### src/dpg_consts.svh
`ifndef DPG_CONSTS_SVH
`define DPG_CONSTS_SVH

// register addresses on the APB bus; DPG_MAIN_GAIN_ADDR is a word address (0x1b4 >> 2), the rest are byte addresses
`define DPG_MAIN_GAIN_ADDR 12'h06d
`define DPG_MAIN_GAIN_BYTE_ADDR 12'h1b4
`define DPG_AUX_GAIN_ADDR 12'h1b8
`define DPG_MAIN_DAMP_ADDR 12'h1bc
`define DPG_MODE_ADDR 12'h1c0
`define DPG_SEL_ADDR 12'h1c4

// gain register fields
`define DPG_EN_BIT 7
`define DPG_HF_MSB 6
`define DPG_HF_LSB 4
`define DPG_DIG_MSB 2
`define DPG_DIG_LSB 0
`define DPG_GAIN_WMASK 8'hf7

// damping register fields
`define DPG_LF_MSB 6
`define DPG_LF_LSB 4
`define DPG_DAMP_WMASK 8'h77

// reset values
`define DPG_MAIN_GAIN_RST 8'hc2
`define DPG_AUX_GAIN_RST 8'hc2
`define DPG_MAIN_DAMP_RST 8'h13

`endif

### src/dpg_pkg.sv
package dpg_pkg;

    typedef enum logic [1:0] {
        DPG_LOCK_DIGITAL = 2'b00,
        DPG_LOCK_ANALOG_HF = 2'b01,
        DPG_LOCK_ANALOG_8K = 2'b10,
        DPG_LOCK_NONE = 2'b11
    } dpg_lock_mode_type;

endpackage : dpg_pkg

### src/dpg_gain_sel.sv
`timescale 1ns/1ns
`include "dpg_consts.svh"

module dpg_gain_sel (
    input wire logic mclk,
    input wire logic reset_n,
    input wire logic [7:0] gain_cfg,
    input wire logic [2:0] lf_gain,
    input wire dpg_pkg::dpg_lock_mode_type mode,
    output logic pd2_en,
    output logic [2:0] pd2_gain
);
    import dpg_pkg::*;

    logic en_d;
    logic [2:0] gain_d;

    always_comb begin
        en_d = 1'b0;
        gain_d = 3'h0;
        if (gain_cfg[`DPG_EN_BIT]) begin
            unique case (mode)
                DPG_LOCK_DIGITAL: begin
                    en_d = 1'b1;
                    gain_d = gain_cfg[`DPG_DIG_MSB:`DPG_DIG_LSB];
                end
                DPG_LOCK_ANALOG_HF: begin
                    en_d = 1'b1;
                    gain_d = gain_cfg[`DPG_HF_MSB:`DPG_HF_LSB];
                end
                DPG_LOCK_ANALOG_8K: begin
                    en_d = 1'b1;
                    gain_d = lf_gain;
                end
                DPG_LOCK_NONE: begin
                    en_d = 1'b0;
                    gain_d = 3'h0;
                end
            endcase
        end
    end

    always_ff @(posedge mclk or negedge reset_n) begin
        if (!reset_n) begin
            pd2_en <= 1'b0;
            pd2_gain <= 3'h0;
        end else begin
            pd2_en <= en_d;
            pd2_gain <= gain_d;
        end
    end

endmodule : dpg_gain_sel

### src/dpg_gain_bank.sv
// Register access over APB was left to the implementer.
`timescale 1ns/1ns
`include "dpg_consts.svh"

module dpg_gain_bank (
    input wire logic mclk,
    input wire logic reset_n,
    input wire logic psel,
    input wire logic penable,
    input wire logic pwrite,
    input wire logic [11:0] paddr,
    input wire logic [31:0] pwdata,
    output logic [31:0] prdata,
    output logic pready,
    output logic pslverr,
    input wire dpg_pkg::dpg_lock_mode_type main_mode,
    input wire dpg_pkg::dpg_lock_mode_type aux_mode,
    output logic main_pd2_en,
    output logic [2:0] main_pd2_gain,
    output logic aux_pd2_en,
    output logic [2:0] aux_pd2_gain
);
    import dpg_pkg::*;

    logic [7:0] main_gain_q;
    logic [7:0] aux_gain_q;
    logic [7:0] main_damp_q;
    logic [31:0] rdata_d;
    logic hit_d;
    logic wr_en;

    assign wr_en = psel & penable & pwrite;
    assign pready = 1'b1;

    always_comb begin
        hit_d = 1'b1;
        rdata_d = 32'h0;
        unique case (paddr)
            `DPG_MAIN_GAIN_BYTE_ADDR: rdata_d = {24'h0, main_gain_q};
            `DPG_AUX_GAIN_ADDR: rdata_d = {24'h0, aux_gain_q};
            `DPG_MAIN_DAMP_ADDR: rdata_d = {24'h0, main_damp_q};
            `DPG_MODE_ADDR: rdata_d = {28'h0, aux_mode, main_mode};
            `DPG_SEL_ADDR: begin
                rdata_d = {20'h0, aux_pd2_en, aux_pd2_gain,
                           main_pd2_en, 4'h0, main_pd2_gain};
                rdata_d[7:4] = 4'h0;
                rdata_d[7] = main_pd2_en;
                rdata_d[2:0] = main_pd2_gain;
                rdata_d[11:8] = {aux_pd2_en, aux_pd2_gain};
                rdata_d[6:3] = 4'h0;
            end
            default: hit_d = 1'b0;
        endcase
    end

    // unmapped addresses answer with an error, reads return zero
    always_ff @(posedge mclk or negedge reset_n) begin
        if (!reset_n) begin
            prdata <= 32'h0;
        end else if (psel && !penable && !pwrite) begin
            prdata <= rdata_d;
        end
    end

    assign pslverr = psel & penable & ~hit_d;

    always_ff @(posedge mclk or negedge reset_n) begin
        if (!reset_n) begin
            main_gain_q <= `DPG_MAIN_GAIN_RST;
        end else if (wr_en && paddr == `DPG_MAIN_GAIN_BYTE_ADDR) begin
            main_gain_q <= pwdata[7:0] & `DPG_GAIN_WMASK;
        end
    end

    always_ff @(posedge mclk or negedge reset_n) begin
        if (!reset_n) begin
            aux_gain_q <= `DPG_AUX_GAIN_RST;
        end else if (wr_en && paddr == `DPG_AUX_GAIN_ADDR) begin
            aux_gain_q <= pwdata[7:0] & `DPG_GAIN_WMASK;
        end
    end

    always_ff @(posedge mclk or negedge reset_n) begin
        if (!reset_n) begin
            main_damp_q <= `DPG_MAIN_DAMP_RST;
        end else if (wr_en && paddr == `DPG_MAIN_DAMP_ADDR) begin
            main_damp_q <= pwdata[7:0] & `DPG_DAMP_WMASK;
        end
    end

    dpg_gain_sel u_main_sel (
        .mclk(mclk),
        .reset_n(reset_n),
        .gain_cfg(main_gain_q),
        .lf_gain(main_damp_q[`DPG_LF_MSB:`DPG_LF_LSB]),
        .mode(main_mode),
        .pd2_en(main_pd2_en),
        .pd2_gain(main_pd2_gain)
    );

    // aux path has no separate 8 kHz field; it reuses its high-rate gain
    dpg_gain_sel u_aux_sel (
        .mclk(mclk),
        .reset_n(reset_n),
        .gain_cfg(aux_gain_q),
        .lf_gain(aux_gain_q[`DPG_HF_MSB:`DPG_HF_LSB]),
        .mode(aux_mode),
        .pd2_en(aux_pd2_en),
        .pd2_gain(aux_pd2_gain)
    );

endmodule : dpg_gain_bank

### config.mk
export PLATFORM = sky130hd
export DESIGN_NAME = dpg_gain_bank
export DESIGN_NICKNAME = d
export VERILOG_FILES = /design/src/dpg_pkg.sv /design/src/dpg_gain_sel.sv /design/src/dpg_gain_bank.sv
export VERILOG_INCLUDE_DIRS = /design/src /design/src/src
export SDC_FILE = /design/constraint.sdc
export NUM_CORES = 1
export LEC_CHECK = 0
export BUFFER_PORTS_ARGS = -buffer_cell sky130_fd_sc_hd__buf_2
export CORE_ASPECT_RATIO = 0.75
export CORE_MARGIN = 5
export CORE_UTILIZATION = 35
export DETAILED_ROUTE_END_ITERATION = 10
export MAX_ROUTING_LAYER = met4
export PLACE_DENSITY_LB_ADDON = 0.25
export SKIP_LAST_GASP = 1
export SYNTH_ARGS = -nofsm -noshare
export SYNTH_HDL_FRONTEND = slang
export SYNTH_SLANG_ARGS = --single-unit
### constraint.sdc
create_clock -name mclk -period 1.4 [get_ports mclk]
set_clock_uncertainty 0.1 [all_clocks]
set_input_delay 0.21 -clock mclk [delete_from_list [all_inputs] [get_ports mclk]]
set_output_delay 0.21 -clock mclk [all_outputs]
set_load 0.01 [all_outputs]
### Word-level counts from Yosys, hierarchy flattened

Cells that the tools add are included.

| word-level totals | value |
|---|---|
| register bits after elaboration | 60 |
| input port bits | 53 |
| output and inout port bits | 42 |

| cells by class | value |
|---|---|
| eq/ne operators | 11 |
| muxes and demuxes | 10 |
| bitwise logic cells | 4 |
| reduce and logical (&&, ||, !) cells | 13 |

Operator list:

| operator | number |
|---|---|
| == test 12 x 9 -> 1 bit, second input constant | 5 |
| case mux 12 bit (5 select lines) | 1 |
| case mux 3 bit (4 select lines) | 1 |
| case mux 3 bit (3 select lines) | 1 |
| == test 2 bit, second input constant | 4 |
| two-way mux 3 bit | 2 |
| OR reduction 3 bit | 2 |
| logical AND 1 bit | 5 |
| OR reduction 5 bit | 1 |
| == test 2 x 1 -> 1 bit, second input constant | 2 |
| logical NOT 2 bit | 2 |
| case mux 1 bit (2 select lines) | 2 |
| AND 1 bit | 3 |
| two-way mux 1 bit | 3 |
| logical NOT 1 bit | 2 |
| OR reduction 2 bit | 1 |
| inverter 1 bit | 1 |

### Depth between registers and ports, before layout

Gate-level depths: netlist of run 1.

| logic depth | value |
|---|---|
| depth in word-level cells | 5 |
| gate-level depth with buffers | 5 |
| mapped depth without buffers | 5 |

### By module

Synthesis of run 1 repeated with hierarchy kept, for this count alone.

| unflattened totals | value |
|---|---|
| cell total of the unflattened synthesis | 184 |
| area, all modules | 2184.6 um^2 |

By module, submodules not included:

| module | times used | cells each | area an instance (um^2) | sequential area each (um^2) |
|---|---|---|---|---|
| dpg_gain_bank | 1 | 148 | 1774.2 | 812.0 |
| dpg_gain_sel | 2 | 18 | 205.2 | 100.1 |

### Worst setup path before layout of run 1

No wires, ideal clock.

| timing | value |
|---|---|
| path type | input-to-reg |
| from | input port paddr[9] |
| to | register aux_gain_q[0] |
| arrival | 1.504 ns |
| required time | 1.175 ns |
| path slack | -0.329 ns |
| cell stages on the path | 4 |
| path buffers | 0 |
| path through | nor4b_4 > nand2_2 > nor4_4 > mux2_2 |

| between the ends | value |
|---|---|
| cells in the longest elaborated chain, start to end | 2 |

RTL lines:

| item | line | RTL |
|---|---|---|
| start: declaration | dpg_gain_bank.sv:11 | `input wire logic [11:0] paddr,` |
| == test 12 x 9 -> 1 bit | n/a |  |
| logical AND 1 bit (no source line) | n/a |  |
| end signal: assignment | dpg_gain_bank.sv:77 | `` aux_gain_q <= `DPG_AUX_GAIN_RST; `` |
| end signal: assignment | dpg_gain_bank.sv:79 | `` aux_gain_q <= pwdata[7:0] & `DPG_GAIN_WMASK; `` |
| end: declaration | dpg_gain_bank.sv:26 | `logic [7:0] aux_gain_q;` |

Every way passes these cells.
A chain may end at the register's enable or synchronous reset.

### Final worst setup path of run 1

| timing | value |
|---|---|
| from | input port paddr[6] |
| to | output port pslverr |

| between the ends | value |
|---|---|
| cells in the longest elaborated chain, start to end | 5 |
| elaborated cells on any way between the ends | 9 |
| those cells by class | 5 x eq/ne; 1 x mux; 2 x bitwise; 1 x reduce/logical |

RTL lines:

| item | line | RTL |
|---|---|---|
| == test 12 x 9 -> 1 bit | dpg_gain_bank.sv:38 | `unique case (paddr)` |
| OR reduction 5 bit (no source line) (*) | n/a |  |
| two-way mux 1 bit (*) | dpg_gain_bank.sv:38 |  |
| inverter 1 bit (*) | dpg_gain_bank.sv:65 | `assign pslverr = psel & penable & ~hit_d;` |
| AND 1 bit (*) | dpg_gain_bank.sv:65 |  |
| end: declaration | dpg_gain_bank.sv:15 | `output logic pslverr,` |

Every way passes the cells marked *; elsewhere a longest branch is shown, timed or not.

==> results of run 1 <==
==> Yosys cell counts <==
| cell type | count |
|---|---|
| nor3b_1 | 2 |
| o31ai_1 | 2 |
| and3_1 | 1 |
| a32oi_1 | 1 |
| o41ai_1 | 1 |
| mux2_2 | 22 |
| nor4_4 | 2 |
| nand3b_1 | 1 |
| and3b_1 | 1 |
| nor4b_1 | 1 |
| o211ai_1 | 1 |
| a31oi_1 | 2 |
| a21boi_0 | 2 |
| nand2_2 | 1 |
| conb_1 | 2 |
| nor3_4 | 1 |
| and4b_1 | 1 |
| nand3_1 | 3 |
| dfstp_2 | 9 |
| nand4_1 | 3 |
| inv_1 | 6 |
| a22oi_1 | 2 |
| o32ai_1 | 2 |
| a21oi_1 | 6 |
| nor3_1 | 1 |
| a22o_1 | 8 |
| o21ai_0 | 6 |
| nand2_1 | 12 |
| a221oi_1 | 2 |
| buf_4 | 21 |
| nor2b_1 | 5 |
| and2_0 | 1 |
| and2_1 | 1 |
| nor2_1 | 9 |
| dfrtp_1 | 31 |
| ha_1 | 2 |
| nand3_4 | 1 |
| clkbuf_1 | 3 |
| mux2i_1 | 7 |
| buf_2 | 3 |
| nor4b_4 | 1 |
==> flip-flops by register name (all words and copies together) (netlist names) <==
name                 flops
u_aux_sel.pd2_gain       3
aux_gain_q               7
main_gain_q              7
main_damp_q              6
u_main_sel.pd2_gain      3
u_main_sel.pd2_en        1
prdata                  12
u_aux_sel.pd2_en         1
==> cells by family (layout without fill, tap and decap cells) <==
logic type,Yosys count,in the layout,share of synthesized area
simple gates,48,48,0.151
flops,40,40,0.473
mux,29,29,0.148
compound gates,35,35,0.116
fa+ha+maj,2,2,0.0117
buf+inv,33,96,0.0964
other cells,2,21,0.00351
==> worst paths after layout <==
| check | start | endpoint | cells past startpoint |
|---|---|---|---|
| setup / recovery | paddr[6] | pslverr | 7 |
| hold / removal | pwdata[7] | aux_gain_q[7] | 2 |
| setup reg to reg | main_gain_q[0] | prdata[0] | 4 |
| hold reg to reg | prdata[3] | prdata[3] | 2 |
| max in group asynchronous | reset_n | main_gain_q[6] | 3 |
| min in group asynchronous | reset_n | prdata[5] | 3 |
==> report_power, final <==
group          switching (mW)  total, mW  leakage, nW  internal (mW)
Sequential           0.000996       1.16        0.526           1.16
Combinational           0.148      0.249        0.848          0.101
Clock                   0.370      0.772       0.0455          0.402
Total                   0.519       2.18         1.42           1.66
==> worst max-delay path, stage by stage <==
cell	delay (ns)
buf_2	0.10
nor3b_1	0.14
buf_4	0.13
o21ai_0	0.28
a21oi_2	0.09
nor2_1	0.10
buf_2	0.13
==> stage by stage <==
stage	instance area, sq um	power, mW	worst slack [ns]
final	2880	2.18	-0.100
after CTS	2860	2.20	-0.109
after detailed placement	2690	1.42	-0.431
after global placement	2690	1.41	-0.403
after floorplan	2280	1.32	-0.326
after global routing	2880	2.29	-0.197
==> routing by layer <==
layer | vias up | track usage | share of wire | wire length [um]
li1 | 800 | - | - | -
met1 | 796 | 0.217 | 0.49 | 2670
met2 | 56 | 0.217 | 0.44 | 2420
met3 | 7 | 0.0376 | 0.068 | 372
met4 | 0 | 0.0323 | 0.0055 | 30
met5 | - | - | 0 | 0
==> repair_timing <==
item,CTS,global route
hold endpoints to repair,31,0
setup endpoints to repair,21,25
hold buffers,1,0
buffers inserted,2,1
pin swaps,5,2
resized for setup,13,6
==> final cells by class <==
type,count,share of cell area
multi-input cells,135,0.377
flip-flops and latches,40,0.352
repair buffers,82,0.198
well taps,78,0.0339
clock buffers,8,0.0313
inverters,6,0.00783
==> run summary, run 1 <==
=================================================================================
Result of the run                                                    complete, but fails checks
Violated checks                                                      setup timing
Critical path launch point type                                      primary input
Post-Route Setup TNS                                                     -1.02 ns
Area taken by multi-input logic gates                                  1080 sq um
Average wire per standard cell                                            15.7 um
Hold/Removal Path Class                                                    in2reg
DRC violations left                                                             0
Clock buffers created by TritonCTS                                              5
Register clock-pin slew on the reported worst setup and hold paths        0.07 ns
Time the final worst path needs with I/O delays and setup                 1.50 ns
Synthesis warning total                                                         0
Highest-count cells in the layout ignoring fill and taps             46 x buf_2, 31 x dfrtp_1, 24 x buf_4
Final Hold Fails                                                                0
Number of slew-limit violations in the final report                             0
DR vias                                                                      1659
Critical Path Fanout Max                                                        3
DRT Wirelength                                                            5480 um
Deepest level of the CTS H-tree                                                 2
Core Rows                                                                      24
Pin count of the biggest net entering global routing                           41
Crit path DAT                                                             1.19 ns
Worst IR Drop VDD                                                      0.000432 V
TritonCTS sink count                                                           40
Most common library cell in the layout ignoring fill and taps               buf_2
Area Growth Syn to Fin                                                      34.4%
Post-route setup slack                                                  -0.100 ns
# setup viols final                                                            21
CP Capture Type                                                      primary output
Overall die height                                                        77.7 um
Vias/cell                                                                    4.75
Std-Cell Core Area                                                     5890 sq um
Hold Slack                                                              0.0881 ns
Initial cell density of the core                                            0.364
Fill cell instance count of the final layout                                  570
Number of diodes added for antenna fixing                                       0
Yosys cell types                                                               41
Post-synth top area cell                                                  dfrtp_1
Number of I/O port buffers                                                     48
Total Die Area                                                         7800 sq um
Synthesized area                                                       2140 sq um
Clock insertion delay at the later pin of the skew report                 0.29 ns
Number of top-level pins                                                       95
CTS Root Cell                                                            clkbuf_8
Chip Width                                                                 100 um
Post-Syn Instances                                                            189
Vias in the first global route                                               1682
PwrDens                                                               757 nW/um^2
Number of synthesized register bits                                            40
Count of placed standard cells including taps                                 337
Classification of the worst setup path                                     in2out
Fmax achieved                                                             666 MHz
Post-route fraction of the period consumed by the critical path              1.07
Area occupied by registers                                             1010 sq um
Ratio of cells with drive above 1 in the final layout                       0.476
Synth top area cells                                                 dfrtp_1 36%, mux2_2 12%, dfstp_2 11%, buf_4 7.4%, a22o_1 3.3%
Number of maximum-capacitance constraint violations                             0
CTS tree                                                                    built
Detail Route Antenna Nets                                                       0
Global Route Usage Sum                                                      0.151
Drt pass-1 iters                                                                4
Wire length of the first global-routing pass                              8980 um
Antenna violations before repair                                                0
Reg-to-reg slack, setup                                                   0.06 ns
Final global-route overflow total                                               0
Net total in the final layout                                                 325
Maximum root-to-sink buffer count                                               2
Avg Synthesized Cell Area                                              11.3 sq um
Setup repair after global routing missed its margin                          true
Worst EP required                                                         1.09 ns
Post-synthesis sequential area ratio                                        0.473
Non-filler instance count after layout                                        349
Routability congestion estimate from global placement                       0.837
Core Util, Final                                                            0.489
Synth top area share                                                        0.362
Static leakage                                                            1.42 nW
Iteration-0 DRC Markers                                                        80
HPWL reported at the end of detailed placement                            4290 um
=================================================================================
(Power assumes the default switching activity.)
==> run 2, diff against run 1 <==
- BUFFER_PORTS_ARGS: -buffer_cell sky130_fd_sc_hd__buf_2 -> -buffer_cell sky130_fd_sc_hd__clkbuf_2
- CORE_MARGIN: 5 -> not set
==> run summary, run 2 (same netlist as run 1, synthesis figures left out) <==
=================================================================================
Result of the run                                                    complete, but fails checks
Violated checks                                                      setup timing
Vias/cell                                                                    4.68
Fmax achieved                                                             674 MHz
DR vias                                                                      1633
DRC violations left                                                             0
Drt pass-1 iters                                                                4
Overall die height                                                        69.7 um
Hold/Removal Path Class                                                    in2reg
Area Growth Syn to Fin                                                      34.7%
HPWL reported at the end of detailed placement                            4100 um
Setup repair after global routing missed its margin                          true
Pin count of the biggest net entering global routing                           41
Chip Width                                                                92.3 um
Average wire per standard cell                                            15.0 um
Number of diodes added for antenna fixing                                       0
Reg with most FFs                                                          prdata
Number of slew-limit violations in the final report                             0
Critical path launch point type                                      primary input
DRT Wirelength                                                            5230 um
Net total in the final layout                                                 325
Wire length of the first global-routing pass                              8740 um
PwrDens                                                               807 nW/um^2
Iteration-0 DRC Markers                                                        89
Classification of the worst setup path                                     in2reg
Most common library cell in the layout ignoring fill and taps            clkbuf_2
Number of flip-flops under the largest register name                           12
Deepest level of the CTS H-tree                                                 2
Final Hold Fails                                                                0
# setup viols final                                                            20
Highest-count cells in the layout ignoring fill and taps             46 x clkbuf_2, 31 x dfrtp_1, 27 x buf_4
Post-route fraction of the period consumed by the critical path              1.06
Number of I/O port buffers                                                     48
Static leakage                                                            1.41 nW
Register clock-pin slew on the reported worst setup and hold paths        0.08 ns
Number of top-level pins                                                       95
Top flop regs                                                        prdata: 12 flops, aux_gain_q: 7 flops, main_gain_q: 7 flops
Placed inst area                                                       2710 sq um
Std-Cell Core Area                                                     5860 sq um
Routability congestion estimate from global placement                       0.827
Initial cell density of the core                                            0.366
TritonCTS sink count                                                           40
Final Cell Area                                                        2880 sq um
CTS tree                                                                    built
Final global-route overflow total                                               0
CP Capture Type                                                              flop
Fill cell instance count of the final layout                                  557
Post-Route Setup TNS                                                    -0.874 ns
Ratio of cells with drive above 1 in the final layout                       0.476
Number of maximum-capacitance constraint violations                             0
Core Rows                                                                      24
Critical Path Fanout Max                                                        7
Antenna violations before repair                                                0
Worst IR Drop VDD                                                      0.000389 V
Post-route setup slack                                                 -0.0830 ns
Total Die Area                                                         6440 sq um
Detail Route Antenna Nets                                                       0
Global Route Usage Sum                                                      0.182
Maximum root-to-sink buffer count                                               2
Clock buffers created by TritonCTS                                              5
CTS Root Cell                                                            clkbuf_8
Worst EP required                                                         1.48 ns
Clock insertion delay at the later pin of the skew report                 0.28 ns
Time the final worst path needs with I/O delays and setup                 1.48 ns
Crit path DAT                                                             1.56 ns
Vias in the first global route                                               1689
=================================================================================
run 2: cell count changes in the layout (fill, tap and decap cells not counted), sizes merged:
cell    change
bufinv      +1
clkinv      +1
buf        -46
clkbuf     +44
run 2: path summary, 6_finish.rpt:
| path | start | to | slack (ns) | cells after the start |
|---|---|---|---|---|
| setup / recovery | paddr[9] | aux_gain_q[0] | -0.08 | 6 |
| hold / removal | pwdata[7] | aux_gain_q[7] | 0.09 | 2 |
| setup reg to reg | main_gain_q[1] | prdata[1] | 0.06 | 4 |
| hold reg to reg | prdata[3] | prdata[3] | 0.40 | 2 |
| max in group asynchronous | reset_n | main_gain_q[6] | 0.61 | 3 |
| min in group asynchronous | reset_n | prdata[5] | 0.32 | 3 |
run 2: metal layers:
metal	share of wire	wire length, um	vias up	track usage
li1	-	-	799	-
met4	0.0080	42	0	0.0434
met5	0	0	-	-
met2	0.43	2270	47	0.262
met1	0.51	2650	782	0.261
met3	0.050	261	5	0.0417
run 2: layout make-up:
| type | count | area, sq um | share of cell area |
|---|---|---|---|
| clock buffer | 6 | 72.6 | 0.0252 |
| clock inverter | 2 | 35.0 | 0.0122 |
| inverter | 6 | 22.5 | 0.00781 |
| multi-input combinational | 135 | 1080 | 0.376 |
| sequential | 40 | 1010 | 0.351 |
| tap | 78 | 97.6 | 0.0339 |
| timing repair buffer | 82 | 559 | 0.194 |
run 2: repair_timing:
action | in CTS | in global routing
endpoints found under the hold margin | 31 | 0
hold buffers | 1 | 0
gates resized for setup | 5 | 11
setup buffers | 0 | 1
setup endpoints to repair | 21 | 23
gates cloned | 0 | 0
pin swaps | 4 | 3
run 2: power by group:
group	leakage, nW	switching (mW)	internal [mW]
combinational	0.826	0.148	0.101
sequential	0.526	0.00102	1.16
clock	0.0552	0.390	0.529
run 2: critical path: stages:
cell     delay [ns]
buf_6          0.09
nor4b_4        0.29
nand2_2        0.15
nor4_4         0.30
buf_6          0.18
mux2_2         0.33
run 2: metrics by stage:
step | std cells | hold slack, ns | setup WS [ns] | utilization | power (mW)
2_1_floorplan | 208 | -0.186 | -0.326 | - | 1.32
3_3_place_gp | 339 | 0.0998 | -0.383 | 0.462 | 1.42
3_5_place_dp | 339 | 0.0992 | -0.413 | 0.462 | 1.42
4_1_cts | 348 | 0.0798 | -0.115 | 0.485 | 2.36
5_1_grt | 349 | 0.0787 | -0.133 | 0.492 | 2.43
6_report | 349 | 0.0950 | -0.0830 | 0.492 | 2.33
